## src/pkg/mia_pkg.sv

```systemverilog
package mia_pkg;

   // register offsets on the management bus
   localparam logic [4:0] OFS_CTRL = 5'h0d;
   localparam logic [4:0] OFS_DATA = 5'h0e;

   // control register fields
   localparam int CTRL_MODE_MSB = 15;
   localparam int CTRL_MODE_LSB = 14;
   localparam int CTRL_DEV_MSB = 4;
   localparam int CTRL_DEV_LSB = 0;

   // reset values
   localparam logic [15:0] CTRL_RESET = 16'h0000;
   localparam logic [15:0] DATA_RESET = 16'h0000;

   // portal operation modes
   typedef enum logic [1:0] {
      MODE_ADDR = 2'h0,
      MODE_DATA = 2'h1,
      MODE_INC_RW = 2'h2,
      MODE_INC_W = 2'h3
   } mia_mode_t;

   // management frame opcodes
   localparam logic [1:0] OP_READ = 2'h2;
   localparam logic [1:0] OP_WRITE = 2'h1;

   // frame bit counts, in link clock periods
   localparam logic [5:0] PRE_MIN = 6'h20;
   localparam logic [5:0] HDR_LAST = 6'h0c;
   localparam logic [5:0] TA_LAST = 6'h01;
   localparam logic [5:0] DATA_LAST = 6'h0f;

   // serial engine states
   typedef enum logic [3:0] {
      ST_IDLE = 4'h1,
      ST_HDR = 4'h2,
      ST_TURN = 4'h4,
      ST_DATA = 4'h8
   } mia_state_t;

endpackage : mia_pkg

```

## src/verilog/mia_sync.sv

```systemverilog
`timescale 1ns/100ps
module mia_sync
   import mia_pkg::*;
(
   input wire logic mclk,
   input wire logic srst,
   input wire logic mdc,
   input wire logic mdio_i,
   output logic mdc_s,
   output logic mdio_s
);

   typedef struct packed {
      logic [1:0] s1;
      logic [1:0] s2;
   } mia_sync_t;

   mia_sync_t sync_reg;
   mia_sync_t sync_next;

   // first stage only feeds the second stage
   always_comb begin
      sync_next.s1 = {mdc, mdio_i};
      sync_next.s2 = sync_reg.s1;
   end

   always_ff @(posedge mclk) begin
      if (srst) begin
         sync_reg <= '0;
      end else begin
         sync_reg <= sync_next;
      end
   end

   assign mdc_s = sync_reg.s2[1];
   assign mdio_s = sync_reg.s2[0];

endmodule : mia_sync

```

## src/verilog/mia_portal.sv

```systemverilog
`timescale 1ns/100ps
module mia_portal
   import mia_pkg::*;
#(
   parameter logic [4:0] PHY_ADDR = 5'h01
)
(
   input wire logic mclk,
   input wire logic srst,
   input wire logic mdc,
   input wire logic mdio_i,
   output logic mdio_o,
   output logic mdio_oe,
   output logic [4:0] mmd_dev,
   output logic [15:0] mmd_addr,
   output logic mmd_rd,
   input wire logic [15:0] mmd_rdata,
   output logic mmd_wr,
   output logic [15:0] mmd_wdata
);

   typedef struct packed {
      mia_state_t st;
      logic [5:0] cnt;
      logic [15:0] shift;
      logic rd;
      logic hit;
      logic to_data;
      logic [15:0] ctrl;
      logic [15:0] addr;
      logic mmd_rd;
      logic mmd_wr;
      logic [15:0] wdata;
      logic inc_pend;
      logic mdc_d;
      logic mdio_o;
      logic mdio_oe;
   } mia_regs_t;

   mia_regs_t r_reg;
   mia_regs_t r_next;
   logic mdc_s;
   logic mdio_s;
   logic rise;
   logic [15:0] word;
   logic [12:0] hdr;
   logic [1:0] mode;
   logic ev_wr_e;
   logic ev_rd_e;
   logic ev_wr_d;

   // data modes are every mode except address load
   function automatic logic is_data_mode(input logic [1:0] m);
      return m != MODE_ADDR;
   endfunction : is_data_mode

   // whether the stored address advances after this transfer
   function automatic logic post_inc(input logic [1:0] m, input logic is_write);
      return (m == MODE_INC_RW) || (is_write && (m == MODE_INC_W));
   endfunction : post_inc

   // link pins cross into the mclk domain
   mia_sync u_sync (
      .mclk(mclk),
      .srst(srst),
      .mdc(mdc),
      .mdio_i(mdio_i),
      .mdc_s(mdc_s),
      .mdio_s(mdio_s)
   );

   assign rise = mdc_s & ~r_reg.mdc_d;
   assign word = {r_reg.shift[14:0], mdio_s};
   assign hdr = {r_reg.shift[11:0], mdio_s};
   assign mode = r_reg.ctrl[CTRL_MODE_MSB:CTRL_MODE_LSB];

   // frame engine, one step per rising link clock edge
   always_comb begin
      r_next = r_reg;
      r_next.mmd_rd = 1'b0;
      r_next.mmd_wr = 1'b0;
      r_next.mdc_d = mdc_s;
      ev_wr_e = 1'b0;
      ev_rd_e = 1'b0;
      ev_wr_d = 1'b0;
      r_next.inc_pend = 1'b0;
      // write increment waits one cycle so the strobe sees the address it used
      if (r_reg.inc_pend) begin
         r_next.addr = r_reg.addr + 16'h0001;
      end
      // indirect read data is valid while the strobe is high
      if (r_reg.mmd_rd) begin
         r_next.shift = mmd_rdata;
      end
      if (rise) begin
         case (r_reg.st)
            ST_IDLE: begin
               if (mdio_s) begin
                  if (r_reg.cnt < PRE_MIN) begin
                     r_next.cnt = r_reg.cnt + 6'h01;
                  end
               end else if (r_reg.cnt == PRE_MIN) begin
                  r_next.st = ST_HDR;
                  r_next.cnt = '0;
                  r_next.shift = '0;
               end else begin
                  r_next.cnt = '0;
               end
            end
            ST_HDR: begin
               r_next.shift = word;
               r_next.cnt = r_reg.cnt + 6'h01;
               if (r_reg.cnt == HDR_LAST) begin
                  r_next.st = ST_TURN;
                  r_next.cnt = '0;
                  r_next.rd = hdr[11:10] == OP_READ;
                  r_next.to_data = hdr[4:0] == OFS_DATA;
                  // only the two portal registers answer
                  r_next.hit = hdr[12] && (hdr[11:10] == OP_READ || hdr[11:10] == OP_WRITE) &&
                     hdr[9:5] == PHY_ADDR && (hdr[4:0] == OFS_CTRL || hdr[4:0] == OFS_DATA);
                  if (hdr[4:0] == OFS_DATA) begin
                     r_next.shift = r_reg.addr;
                  end else begin
                     r_next.shift = r_reg.ctrl;
                  end
                  // fetch early; turnaround leaves many mclk cycles
                  if (r_next.hit && r_next.rd && r_next.to_data && is_data_mode(mode)) begin
                     r_next.mmd_rd = 1'b1;
                  end
               end
            end
            ST_TURN: begin
               r_next.cnt = r_reg.cnt + 6'h01;
               if (r_reg.rd && r_reg.hit) begin
                  r_next.mdio_oe = 1'b1;
                  r_next.mdio_o = 1'b0;
               end
               if (r_reg.cnt == TA_LAST) begin
                  r_next.st = ST_DATA;
                  r_next.cnt = '0;
                  if (r_reg.rd && r_reg.hit) begin
                     r_next.mdio_o = r_reg.shift[15];
                     r_next.shift = {r_reg.shift[14:0], 1'b0};
                  end
               end
            end
            ST_DATA: begin
               r_next.cnt = r_reg.cnt + 6'h01;
               if (r_reg.rd) begin
                  r_next.mdio_o = r_reg.hit & r_reg.shift[15];
                  r_next.shift = {r_reg.shift[14:0], 1'b0};
               end else begin
                  r_next.shift = word;
               end
               if (r_reg.cnt == DATA_LAST) begin
                  r_next.st = ST_IDLE;
                  r_next.cnt = '0;
                  r_next.mdio_oe = 1'b0;
                  r_next.mdio_o = 1'b0;
                  if (r_reg.hit && r_reg.rd && r_reg.to_data) begin
                     ev_rd_e = 1'b1;
                     // block reads walk forward one register
                     if (post_inc(mode, 1'b0)) begin
                        r_next.addr = r_reg.addr + 16'h0001;
                     end
                  end
                  if (r_reg.hit && !r_reg.rd && !r_reg.to_data) begin
                     ev_wr_d = 1'b1;
                     r_next.ctrl = word;
                  end
                  if (r_reg.hit && !r_reg.rd && r_reg.to_data) begin
                     ev_wr_e = 1'b1;
                     if (!is_data_mode(mode)) begin
                        r_next.addr = word;
                     end else begin
                        r_next.mmd_wr = 1'b1;
                        r_next.wdata = word;
                        if (post_inc(mode, 1'b1)) begin
                           r_next.inc_pend = 1'b1;
                        end
                     end
                  end
               end
            end
            default: begin
               r_next.st = ST_IDLE;
               r_next.cnt = '0;
            end
         endcase
      end
   end

   // synchronous reset clears mode, device, reserved bits and address
   always_ff @(posedge mclk) begin
      if (srst) begin
         r_reg <= '0;
         r_reg.st <= ST_IDLE;
         r_reg.ctrl <= CTRL_RESET;
         r_reg.addr <= DATA_RESET;
      end else begin
         r_reg <= r_next;
      end
   end

   // indirect space: 5-bit device, 16-bit address, 16-bit data
   assign mmd_dev = r_reg.ctrl[CTRL_DEV_MSB:CTRL_DEV_LSB];
   assign mmd_addr = r_reg.addr;
   assign mmd_rd = r_reg.mmd_rd;
   assign mmd_wr = r_reg.mmd_wr;
   assign mmd_wdata = r_reg.wdata;
   assign mdio_o = r_reg.mdio_o;
   assign mdio_oe = r_reg.mdio_oe;
endmodule : mia_portal

```

## config.mk

```make
export PLATFORM = sky130hd
export DESIGN_NAME = mia_portal
export DESIGN_NICKNAME = d
export VERILOG_FILES = /design/src/pkg/mia_pkg.sv /design/src/verilog/mia_sync.sv /design/src/verilog/mia_portal.sv
export SDC_FILE = /design/constraint.sdc
export NUM_CORES = 1
export LEC_CHECK = 0
export ABC_AREA = 1
export BUFFER_PORTS_ARGS = -buffer_cell sky130_fd_sc_hd__buf_2
export CORE_MARGIN = 2
export CORE_UTILIZATION = 47
export CTS_CLUSTER_DIAMETER = 50
export DETAILED_ROUTE_END_ITERATION = 10
export GPL_TIMING_DRIVEN = 0
export MAX_ROUTING_LAYER = met4
export PLACE_DENSITY = 0.67
export REMOVE_ABC_BUFFERS = 1
export SLEW_MARGIN = 10
export SYNTH_ARGS = -nofsm -noshare
export SYNTH_HDL_FRONTEND = slang
export SYNTH_SLANG_ARGS = --single-unit
```

## constraint.sdc

```tcl
create_clock -name mclk -period 1.43 [get_ports mclk]
set_input_delay 0.0715 -clock mclk [delete_from_list [all_inputs] [get_ports mclk]]
set_output_delay 0.0715 -clock mclk [all_outputs]
set_load 0.02 [all_outputs]
```

==> results of run 1 <==
-- tightest hold or removal path, delay by kind of cell --
kind / cells / cell delay (ns)
AOI/OAI and AO/OA: 2 / 0.13
and+or+nand+nor: 2 / 0.11
buffers and inverters: 1 / 0.10
-- cell usage after synthesis (3+ instances only) --
library cell	count	area [um^2]
a21oi_1	90	450.4
buf_1	3	11.26
buf_2	12	60.06
buf_4	40	300.3
clkbuf_1	19	71.32
dfxtp_1	87	1742
ha_1	5	62.56
inv_1	85	319.1
nand2_1	196	735.7
nand2_2	3	18.77
nand3_1	47	235.2
nand3_2	3	30.03
nand4_1	8	50.05
nor2_1	45	168.9
nor2_2	6	37.54
nor2_4	4	45.04
nor3_1	4	20.02
o211ai_1	20	150.1
o21ai_0	90	450.4
o21ai_1	10	50.05
o21bai_1	3	22.52
xor2_1	3	26.28
-- per-layer routing --
metal / part of all wire [%] / vias up / global-route usage (%)
met1: 39 / 2789 / 39.09
met4: 5.2 / 0 / 13.65
li1: - / 2771 / -
met3: 10 / 97 / 5.335
met5: 0 / - / -
met2: 45 / 367 / 45.59
-- kinds of logic after synthesis --
| group | Yosys count | synth area share, % |
|---|---|---|
| muxes | 1 | 0.1916 |
| DFF | 87 | 33.33 |
| adders and majority gates | 5 | 1.197 |
| xor gates and xnor gates | 5 | 0.8383 |
| and+or+nand+nor | 326 | 27.51 |
| buffers and inverters | 163 | 14.89 |
| AOI/OAI and AO/OA | 217 | 22.03 |
-- worst paths after layout --
check / end / slack [ns] / cells after the start
max reg2reg: mode[0]$_SDFFE_PP0P_ / -0.46 / 10
min: hdr[10]$_SDFF_PP0_ / 0.07 / 5
max: mode[0]$_SDFFE_PP0P_ / -0.46 / 10
min reg2reg: u_sync.mdio_s$_SDFF_PP0_ / 0.40 / 2
-- power breakdown --
group,internal [mW],switching [mW]
combinational,0.0724,0.122
clock,0.954,0.935
sequential,2.42,0.0133
-- per-stage QoR --
step	total power, mW	instance area, um^2	setup slack, ns
5_1_grt	4.611	6849	-0.4773
2_1_floorplan	2.550	4777	-0.7349
6_report	4.513	6849	-0.4588
3_3_place_gp	2.616	5253	-1.379
3_5_place_dp	2.626	5280	-1.431
4_1_cts	4.475	6256	-0.3179
-- cells in the final DEF (no fill, tap or decap), types with 10 or more instances in the layout --
cell / instances
nand2_1: 182
dfxtp_1: 70
inv_1: 74
o21ai_0: 58
nand3_1: 41
dfxtp_2: 11
a21oi_2: 28
nor2_4: 12
o21ai_2: 20
o211ai_1: 20
nor2_1: 37
nand2_2: 13
o21ai_1: 18
buf_6: 19
buf_2: 60
buf_4: 36
nand4_1: 10
a21oi_1: 61
clkbuf_8: 12
-- area by class of cell --
cell class                 instances  share of cell area, %
clock buffer                      14                  2.521
clock inverter                     2                 0.5480
inverter                          88                  5.225
multi-input combinational        560                  47.83
sequential                        87                  25.96
tap                              140                  2.558
timing repair buffer             129                  15.36
-- what timing repair did --
action,4_1_cts,5_1_grt
setup buffers,45,18
endpoints found under the hold margin,2,0
gates resized for setup,108,113
gates cloned,7,4
pin swaps,18,14
setup endpoints to repair,82,83
hold buffers,2,0
==> summary.txt, run 1 <==
Outcome
  – Status: finished with violations
  – Failing checks: setup timing

Yosys
  – Async SR Flop Fraction: 0%
  – #FFs+latches synth: 87
  – Syn avg cell area: 6.499 um^2
  – Post-synthesis sequential area ratio: 33.33%
  – Synthesized area: 5225 um^2
  – EDFF count, synth: 0
  – Synth warnings: 0
  – Distinct cells, synth: 39
  – Main synth FF type: dfxtp_1
  – Post-Syn Instances: 804

Timing
  – Max-slew violation count: 0
  – Tightest Pin Transition: 0.7029 ns
  – Hold WS: 0.07289 ns
  – Skew final: 0.01049 ns
  – Period utilization: 132.1%
  – Endpoints failing hold: 0
  – Rel. slew slack: 53.07%
  – Final setup viols: 82
  – RSZ-0062 raised after global routing: true
  – Setup TNS: -25.92 ns
  – Minimum clock period: 1.889 ns
  – FMAX: 0.5294 GHz
  – PnR worst setup slack: -0.4588 ns

Drt
  – 1st-iter DRT viols: 798
  – Via/cell ratio: 5.906
  – DR WL/cell: 18.70 um
  – WL final: 19,080 um
  – TritonRoute pass-1 iters: 6
  – Vias: 6,024
  – DRC: 0
  – Post-DRT Antenna Nets: 0

Final layout
  – Core Util, Final: 63.18%
  – NumNets Final: 900
  – Post-Layout Cell Count: 1,020
  – Synth-to-layout area growth: 31.08%
  – Layout cells sized above 1: 32.27%
  – Max reg flops: 28
  – Multi-input gate area: 3276 um^2
  – Fill cells: 926
  – Register area: 1778 um^2
  – ANT cells: 0

Placed design
  – Input/output buffers: 60
  – Placed insts: 930
  – HPWL after DPL: 9174 um
  – Routability cong.: 0.8967

Clocking
  – Clock Path Buffers: 2
  – Clk Latency, worst-skew pair: 0.38 ns
  – Num CTS Buffers: 9
  – CTS sink cnt: 87
  – CTS tree: done
  – Root Buffer: clkbuf_8
  – Worst-path clk slew: 0.09 ns
  – H-tree depth: 3

Critical path
  – Critical Path AT: 2.14 ns
  – Crit path cell chain: ha_4 -> inv_2 -> nor2_4 -> nand2_2 -> nor2_4 -> buf_6 -> nand4_1 -> buf_6 -> o21ai_2 -> a21oi_1
  – Cell family contributing the most delay on the critical path: simple AND/OR/NAND/NOR gates
  – WP data required: 1.69 ns
  – Setup CP Type: reg -> reg
  – CP Launch Point: r_reg[74]$_SDFFE_PP0P_
  – R2R Path Start: r_reg[74]$_SDFFE_PP0P_
  – Type of destination of the critical path: flop
  – Largest stage delay, worst path: 0.39 ns
  – Startpoint Class: flop
  – Bufs and invs on worst path: 3
  – Worst Path Max Fanout: 11
  – Crit path max-delay cell type: dfxtp_4

Power
  – Worst vdd ir: 0.5334 mV
  – Cell Pwr Density: 658.9 nW/um^2
  – Static Leakage: 2.991 nW

Floorplan
  – Die H: 109.4 um
  – Die width: 109.4 um
  – # IOs: 61
  – Die ar.: 11,980 um^2
  – Starting Density: 48.20%
  – Placement Rows: 38
  – Core area: 10,840 um^2

Min path
  – Hold_sp: mmd_rdata[9]
  – Worst Hold Class: in -> reg

GRT
  – Pin count of the biggest net entering global routing: 35
  – Initial antenna violation count: 0
  – First-pass GRT wire length: 26,910 um
  – Vias in the first global route: 5,251
  – Remaining Overflow, GRT: 0
  – Tot GR Track Use: 30.07%

Run
  – Number of max-cap violations: 0
(Power assumes the default switching activity.)
==> run 2: changes to the inputs <==
CORE_UTILIZATION = 30   (was 47)
GPL_ROUTABILITY_DRIVEN = 0   (was not set)
PLACE_DENSITY = 0.46   (was 0.67)
==> summary.txt, run 2 (same netlist as run 1, synthesis figures left out) <==
Drt
  – 1st-iter DRT viols: 350
  – Via/cell ratio: 5.106
  – DR WL/cell: 17.42 um
  – WL final: 19,130 um
  – Vias: 5,606
  – Post-DRT Antenna Nets: 0
  – TritonRoute pass-1 iters: 5
  – DRC: 0

Critical path
  – Crit path max-delay cell type: dfxtp_4
  – WP data required: 1.67 ns
  – Worst R2R End: r_reg[51]$_SDFFE_PP0P_
  – Worst Path Max Fanout: 5
  – Largest stage delay, worst path: 0.38 ns
  – Setup CP Type: reg -> reg
  – Startpoint Class: flop
  – Crit path cell chain: ha_4 -> inv_2 -> nor2_4 -> nand2_2 -> nor2_4 -> buf_6 -> buf_6 -> nand4_1 -> buf_6 -> o21ai_2 -> a21oi_1
  – Cell mode on critical path: buf_6
  – Setup slack, reg-to-reg: -0.39 ns
  – Critical Path AT: 2.06 ns
  – Type of destination of the critical path: flop
  – FF-to-FF path depth: 11
  – R2R Path Start: r_reg[73]$_SDFFE_PP0P_

GRT
  – Tot GR Track Use: 21.34%
  – Vias in the first global route: 5,181
  – First-pass GRT wire length: 29,240 um
  – Initial antenna violation count: 0
  – Pin count of the biggest net entering global routing: 48
  – Remaining Overflow, GRT: 0

Timing
  – Tightest Pin Transition: 0.6747 ns
  – Setup TNS: -22.02 ns
  – Rel. slew slack: 55.02%
  – Max-slew violation count: 0
  – RSZ-0062 raised after global routing: true
  – Period utilization: 127.1%
  – Endpoints failing hold: 0
  – Skew final: 0.009550 ns
  – Final setup viols: 82
  – Minimum clock period: 1.818 ns
  – FMAX: 0.5502 GHz
  – PnR worst setup slack: -0.3875 ns

Floorplan
  – # IOs: 61
  – Placement Rows: 48
  – Die width: 136.0 um
  – Starting Density: 30.42%
  – Die H: 136.0 um
  – Die ar.: 18,490 um^2
  – Core area: 17,180 um^2

Final layout
  – Core Util, Final: 41.74%
  – Max reg flops: 28
  – NumNets Final: 894
  – Layout cells sized above 1: 33.45%
  – Most frequent cells in the layout: nand2_1, inv_1, dfxtp_1, a21oi_1, buf_2
  – Synth-to-layout area growth: 37.21%
  – ANT cells: 0
  – Leading cell type in the layout, fill and taps excluded: nand2_1

Min path
  – WHS Endpoint: r_reg[71]$_SDFF_PP0_
  – Hold Path Depth: 5
  – Hold_sp: mmd_rdata[14]
  – Worst Hold Class: in -> reg

Power
  – Cell Pwr Density: 757.5 nW/um^2
  – Worst vdd ir: 0.5872 mV
  – Static Leakage: 3.022 nW

Clocking
  – Root Buffer: clkbuf_16
  – Worst-path clk slew: 0.07 ns
  – Clock Path Buffers: 2
  – Clk Latency, worst-skew pair: 0.36 ns
  – CTS tree: done
  – Num CTS Buffers: 9
  – CTS sink cnt: 87
  – H-tree depth: 3

Run
  – Number of max-cap violations: 0

Placed design
  – HPWL after DPL: 10,520 um
  – Input/output buffers: 60

Outcome
  – Failing checks: setup timing
  – Status: finished with violations
run 2: changes by cell type in the layout (fill, tap and decap cells not counted), moves of 4 or more:
cell,delta
a21oi_2,-6
a21oi_4,+7
buf_12,+5
buf_4,-8
clkbuf_16,+9
clkbuf_8,-11
nand2_2,-4
nand3_2,+4
o21ai_1,-8
o21ai_2,+14
run 2: how the worst max path moves through the flow:
stage	start	depth (start not counted)	endpoint	slack (ns)
global route	r_reg[73]$_SDFFE_PP0P_	11	r_reg[48]$_SDFFE_PP0P_	-0.47
finish	r_reg[73]$_SDFFE_PP0P_	11	r_reg[51]$_SDFFE_PP0P_	-0.39
global placement	r_reg[73]$_SDFFE_PP0P_	9	mmd_wdata[10]$_SDFFE_PP0P_	-1.57
detailed placement	r_reg[74]$_SDFFE_PP0P_	10	mmd_wdata[0]$_SDFFE_PP0P_	-1.50
CTS	r_reg[74]$_SDFFE_PP0P_	11	r_reg[51]$_SDFFE_PP0P_	-0.38
floorplan	r_reg[73]$_SDFFE_PP0P_	10	mmd_wdata[0]$_SDFFE_PP0P_	-0.73
run 2: area by class of cell:
class                           count  area, um^2
Clock buffer                       10       239.0
Clock inverter                      5       106.4
Fill cell                        1826       10010
Inverter                           88       354.1
Multi-Input combinational cell    561        3362
Sequential cell                    87        1783
Tap cell                          225       281.5
Timing Repair Buffer              122        1044
run 2: what timing repair did:
item,4_1_cts,5_1_grt
setup buffers,44,11
hold endpoints to repair,2,0
cloned,10,4
pin swaps,22,31
endpoints found under the setup margin,83,82
gates resized for setup,161,82
hold buffers,2,0
run 2: per-stage QoR:
| step | hold WS, ns | total power, mW | instance area [um^2] | setup slack (ns) | cells |
|---|---|---|---|---|---|
| global placement | 0.2733 | 2.625 | 5359 | -1.573 | 1014 |
| detailed placement | 0.2805 | 2.629 | 5379 | -1.495 | 1015 |
| CTS | 0.08264 | 5.475 | 6792 | -0.3804 | 1085 |
| finish | 0.09083 | 5.430 | 7169 | -0.3875 | 1098 |
| global route | 0.1188 | 5.584 | 7169 | -0.4694 | 1098 |
| floorplan | 0.1406 | 2.550 | 4777 | -0.7349 | 729 |
run 2: metal layers:
| metal | vias up | part of all wire, % | GRT usage [%] |
|---|---|---|---|
| met4 | 0 | 2.2 | 7.407 |
| met5 | - | 0 | - |
| met1 | 2638 | 48 | 29.42 |
| met3 | 33 | 5.5 | 3.281 |
| met2 | 163 | 45 | 31.76 |
| li1 | 2772 | - | - |
run 2: worst max-delay path, delay by kind of cell (launching register included):
kind                     cells  cell delay (ns)
adder cells (fa/ha/maj)      1             0.14
AO/OA/AOI/OAI                2             0.17
buffers and inverters        4             0.48
flip-flops                   1             0.38
AND/OR/NAND/NOR              4             0.51
run 2: report_power, final:
part / internal (mW) / leakage, nW / switching, mW
Clock: 1.75 / 0.165 / 1.07
Combinational: 0.0611 / 2.14 / 0.115
Sequential: 2.42 / 0.713 / 0.0135
Total: 4.23 / 3.02 / 1.20
==> run 3: changes to the inputs <==
CTS_BUF_LIST = sky130_fd_sc_hd__clkbuf_4 sky130_fd_sc_hd__clkbuf_8   (was not set)
GPL_ROUTABILITY_DRIVEN = not set   (was 0)
==> summary.txt, run 3 (same netlist as run 1, synthesis figures left out) <==
GRT
  – First-pass GRT wire length: 29,300 um
  – Pin count of the biggest net entering global routing: 48
  – Vias in the first global route: 5,077
  – Tot GR Track Use: 21.37%
  – Initial antenna violation count: 0
  – Remaining Overflow, GRT: 0

Drt
  – DR WL/cell: 17.30 um
  – DRC: 0
  – 1st-iter DRT viols: 397
  – Post-DRT Antenna Nets: 0
  – TritonRoute pass-1 iters: 5
  – WL final: 19,020 um
  – Via/cell ratio: 5.076
  – Vias: 5,579

Power
  – Worst vdd ir: 0.3915 mV
  – Overall power: 4.805 mW
  – Clk pwr share: 45.6%
  – Static Leakage: 3.017 nW
  – Cell Pwr Density: 673.5 nW/um^2
  – Int Pwr: 3.683 mW
  – Switch share: 23.37%
  – Reg power frac: 50.6%
  – Comb pwr share: 3.8%
  – P_sw: 1.123 mW

Final layout
  – Max reg flops: 28
  – Leading cell type in the layout, fill and taps excluded: nand2_1
  – Fill cells: 1,829
  – Register area: 1780 um^2
  – Design area: 7134 um^2
  – Synth-to-layout area growth: 36.54%
  – Core Util, Final: 41.54%
  – ANT cells: 0
  – NumNets Final: 895
  – Layout cells sized above 1: 35.13%
  – Post-Layout Cell Count: 1,099
  – Multi-input gate area: 3455 um^2
  – Most frequent cells in the layout: nand2_1, inv_1, dfxtp_1, buf_2, a21oi_1

Placed design
  – Placed insts: 1,015
  – Pre-CTS WS: -1.495 ns
  – Cell Area, Placed: 5379 um^2
  – Routability cong.: 0.7956
  – HPWL after DPL: 10,520 um
  – Input/output buffers: 60

Floorplan
  – Core area: 17,180 um^2
  – # IOs: 61
  – Starting Density: 30.42%
  – Die width: 136.0 um
  – Die H: 136.0 um
  – Placement Rows: 48
  – Die ar.: 18,490 um^2

Timing
  – RSZ-0062 raised after global routing: true
  – Minimum clock period: 1.833 ns
  – Setup TNS: -22.30 ns
  – Hold WS: 0.05333 ns
  – Max-slew violation count: 0
  – Endpoints failing hold: 0
  – Final setup viols: 81
  – Period utilization: 128.2%
  – Rel. slew slack: 55.10%
  – FMAX: 0.5454 GHz
  – Skew final: 0.01192 ns
  – PnR worst setup slack: -0.4035 ns
  – Tightest Pin Transition: 0.6736 ns

Outcome
  – Failing checks: setup timing
  – Status: finished with violations

Clocking
  – CTS sink cnt: 87
  – Clock Path Buffers: 2
  – Num CTS Buffers: 9
  – Clk Latency, worst-skew pair: 0.38 ns
  – Root Buffer: clkbuf_8
  – H-tree depth: 3
  – Worst-path clk slew: 0.10 ns
  – CTS tree: done

Run
  – Number of max-cap violations: 0

Critical path
  – Setup CP Type: reg -> reg
  – WP data required: 1.75 ns
  – Critical Path AT: 2.15 ns
  – Worst Path Max Fanout: 19
  – Type of destination of the critical path: flop
  – Startpoint Class: flop

Min path
  – Worst Hold Class: in -> reg
==> run 3: path summary, 6_finish.rpt <==
path / start / endpoint / slack, ns / depth (start not counted)
max: r_reg[73]$_SDFFE_PP0P_ / r_reg[54]$_SDFFE_PP0P_ / -0.40 / 10
min: mmd_rdata[1] / hdr[2]$_SDFF_PP0_ / 0.05 / 5
max reg2reg: r_reg[73]$_SDFFE_PP0P_ / r_reg[54]$_SDFFE_PP0P_ / -0.40 / 10
min reg2reg: u_sync.sync_next[0]$_SDFF_PP0_ / u_sync.mdio_s$_SDFF_PP0_ / 0.41 / 2
==> run 3: layer usage <==
metal / share of wire [%] / routed length (um) / GRT usage [%]
met5: 0 / 0 / -
met4: 1.5 / 290 / 5.671
met3: 5.1 / 966 / 3.430
met2: 46 / 8719 / 32.07
met1: 48 / 9041 / 29.82
==> run 3: what timing repair did <==
item	CTS	global route
pin swaps	30	42
endpoints found under the setup margin	83	83
resized for setup	149	132
hold endpoints to repair	2	0
cloned	10	1
setup buffers	41	18
hold buffers	2	0
==> run 3: worst max-delay path, cell delays in order, from the launching register on <==
cell	delay [ns]
dfxtp_2	0.35
buf_6	0.12
inv_4	0.05
ha_4	0.13
nand4_1	0.24
nor2_4	0.20
buf_12	0.18
nand2_1	0.12
inv_2	0.11
o21ai_0	0.10
a21oi_1	0.15
==> run 3: power by group through the flow <==
| stage | Clock, mW | Sequential [mW] | Combinational, mW |
|---|---|---|---|
| after floorplan | 0 | 2.49 | 0.0609 |
| after global placement | 0 | 2.49 | 0.133 |
| after detailed placement | 0 | 2.49 | 0.136 |
| after CTS | 2.26 | 2.43 | 0.163 |
| after global routing | 2.34 | 2.43 | 0.198 |
| final | 2.19 | 2.43 | 0.183 |
==> run 3: cell type report <==
cell class / instances / area share (%)
multi-input combinational: 562 / 48.42
sequential: 87 / 24.96
timing repair buffer: 122 / 14.29
inverter: 88 / 4.963
tap: 225 / 3.946
clock buffer: 10 / 1.929
clock inverter: 5 / 1.491
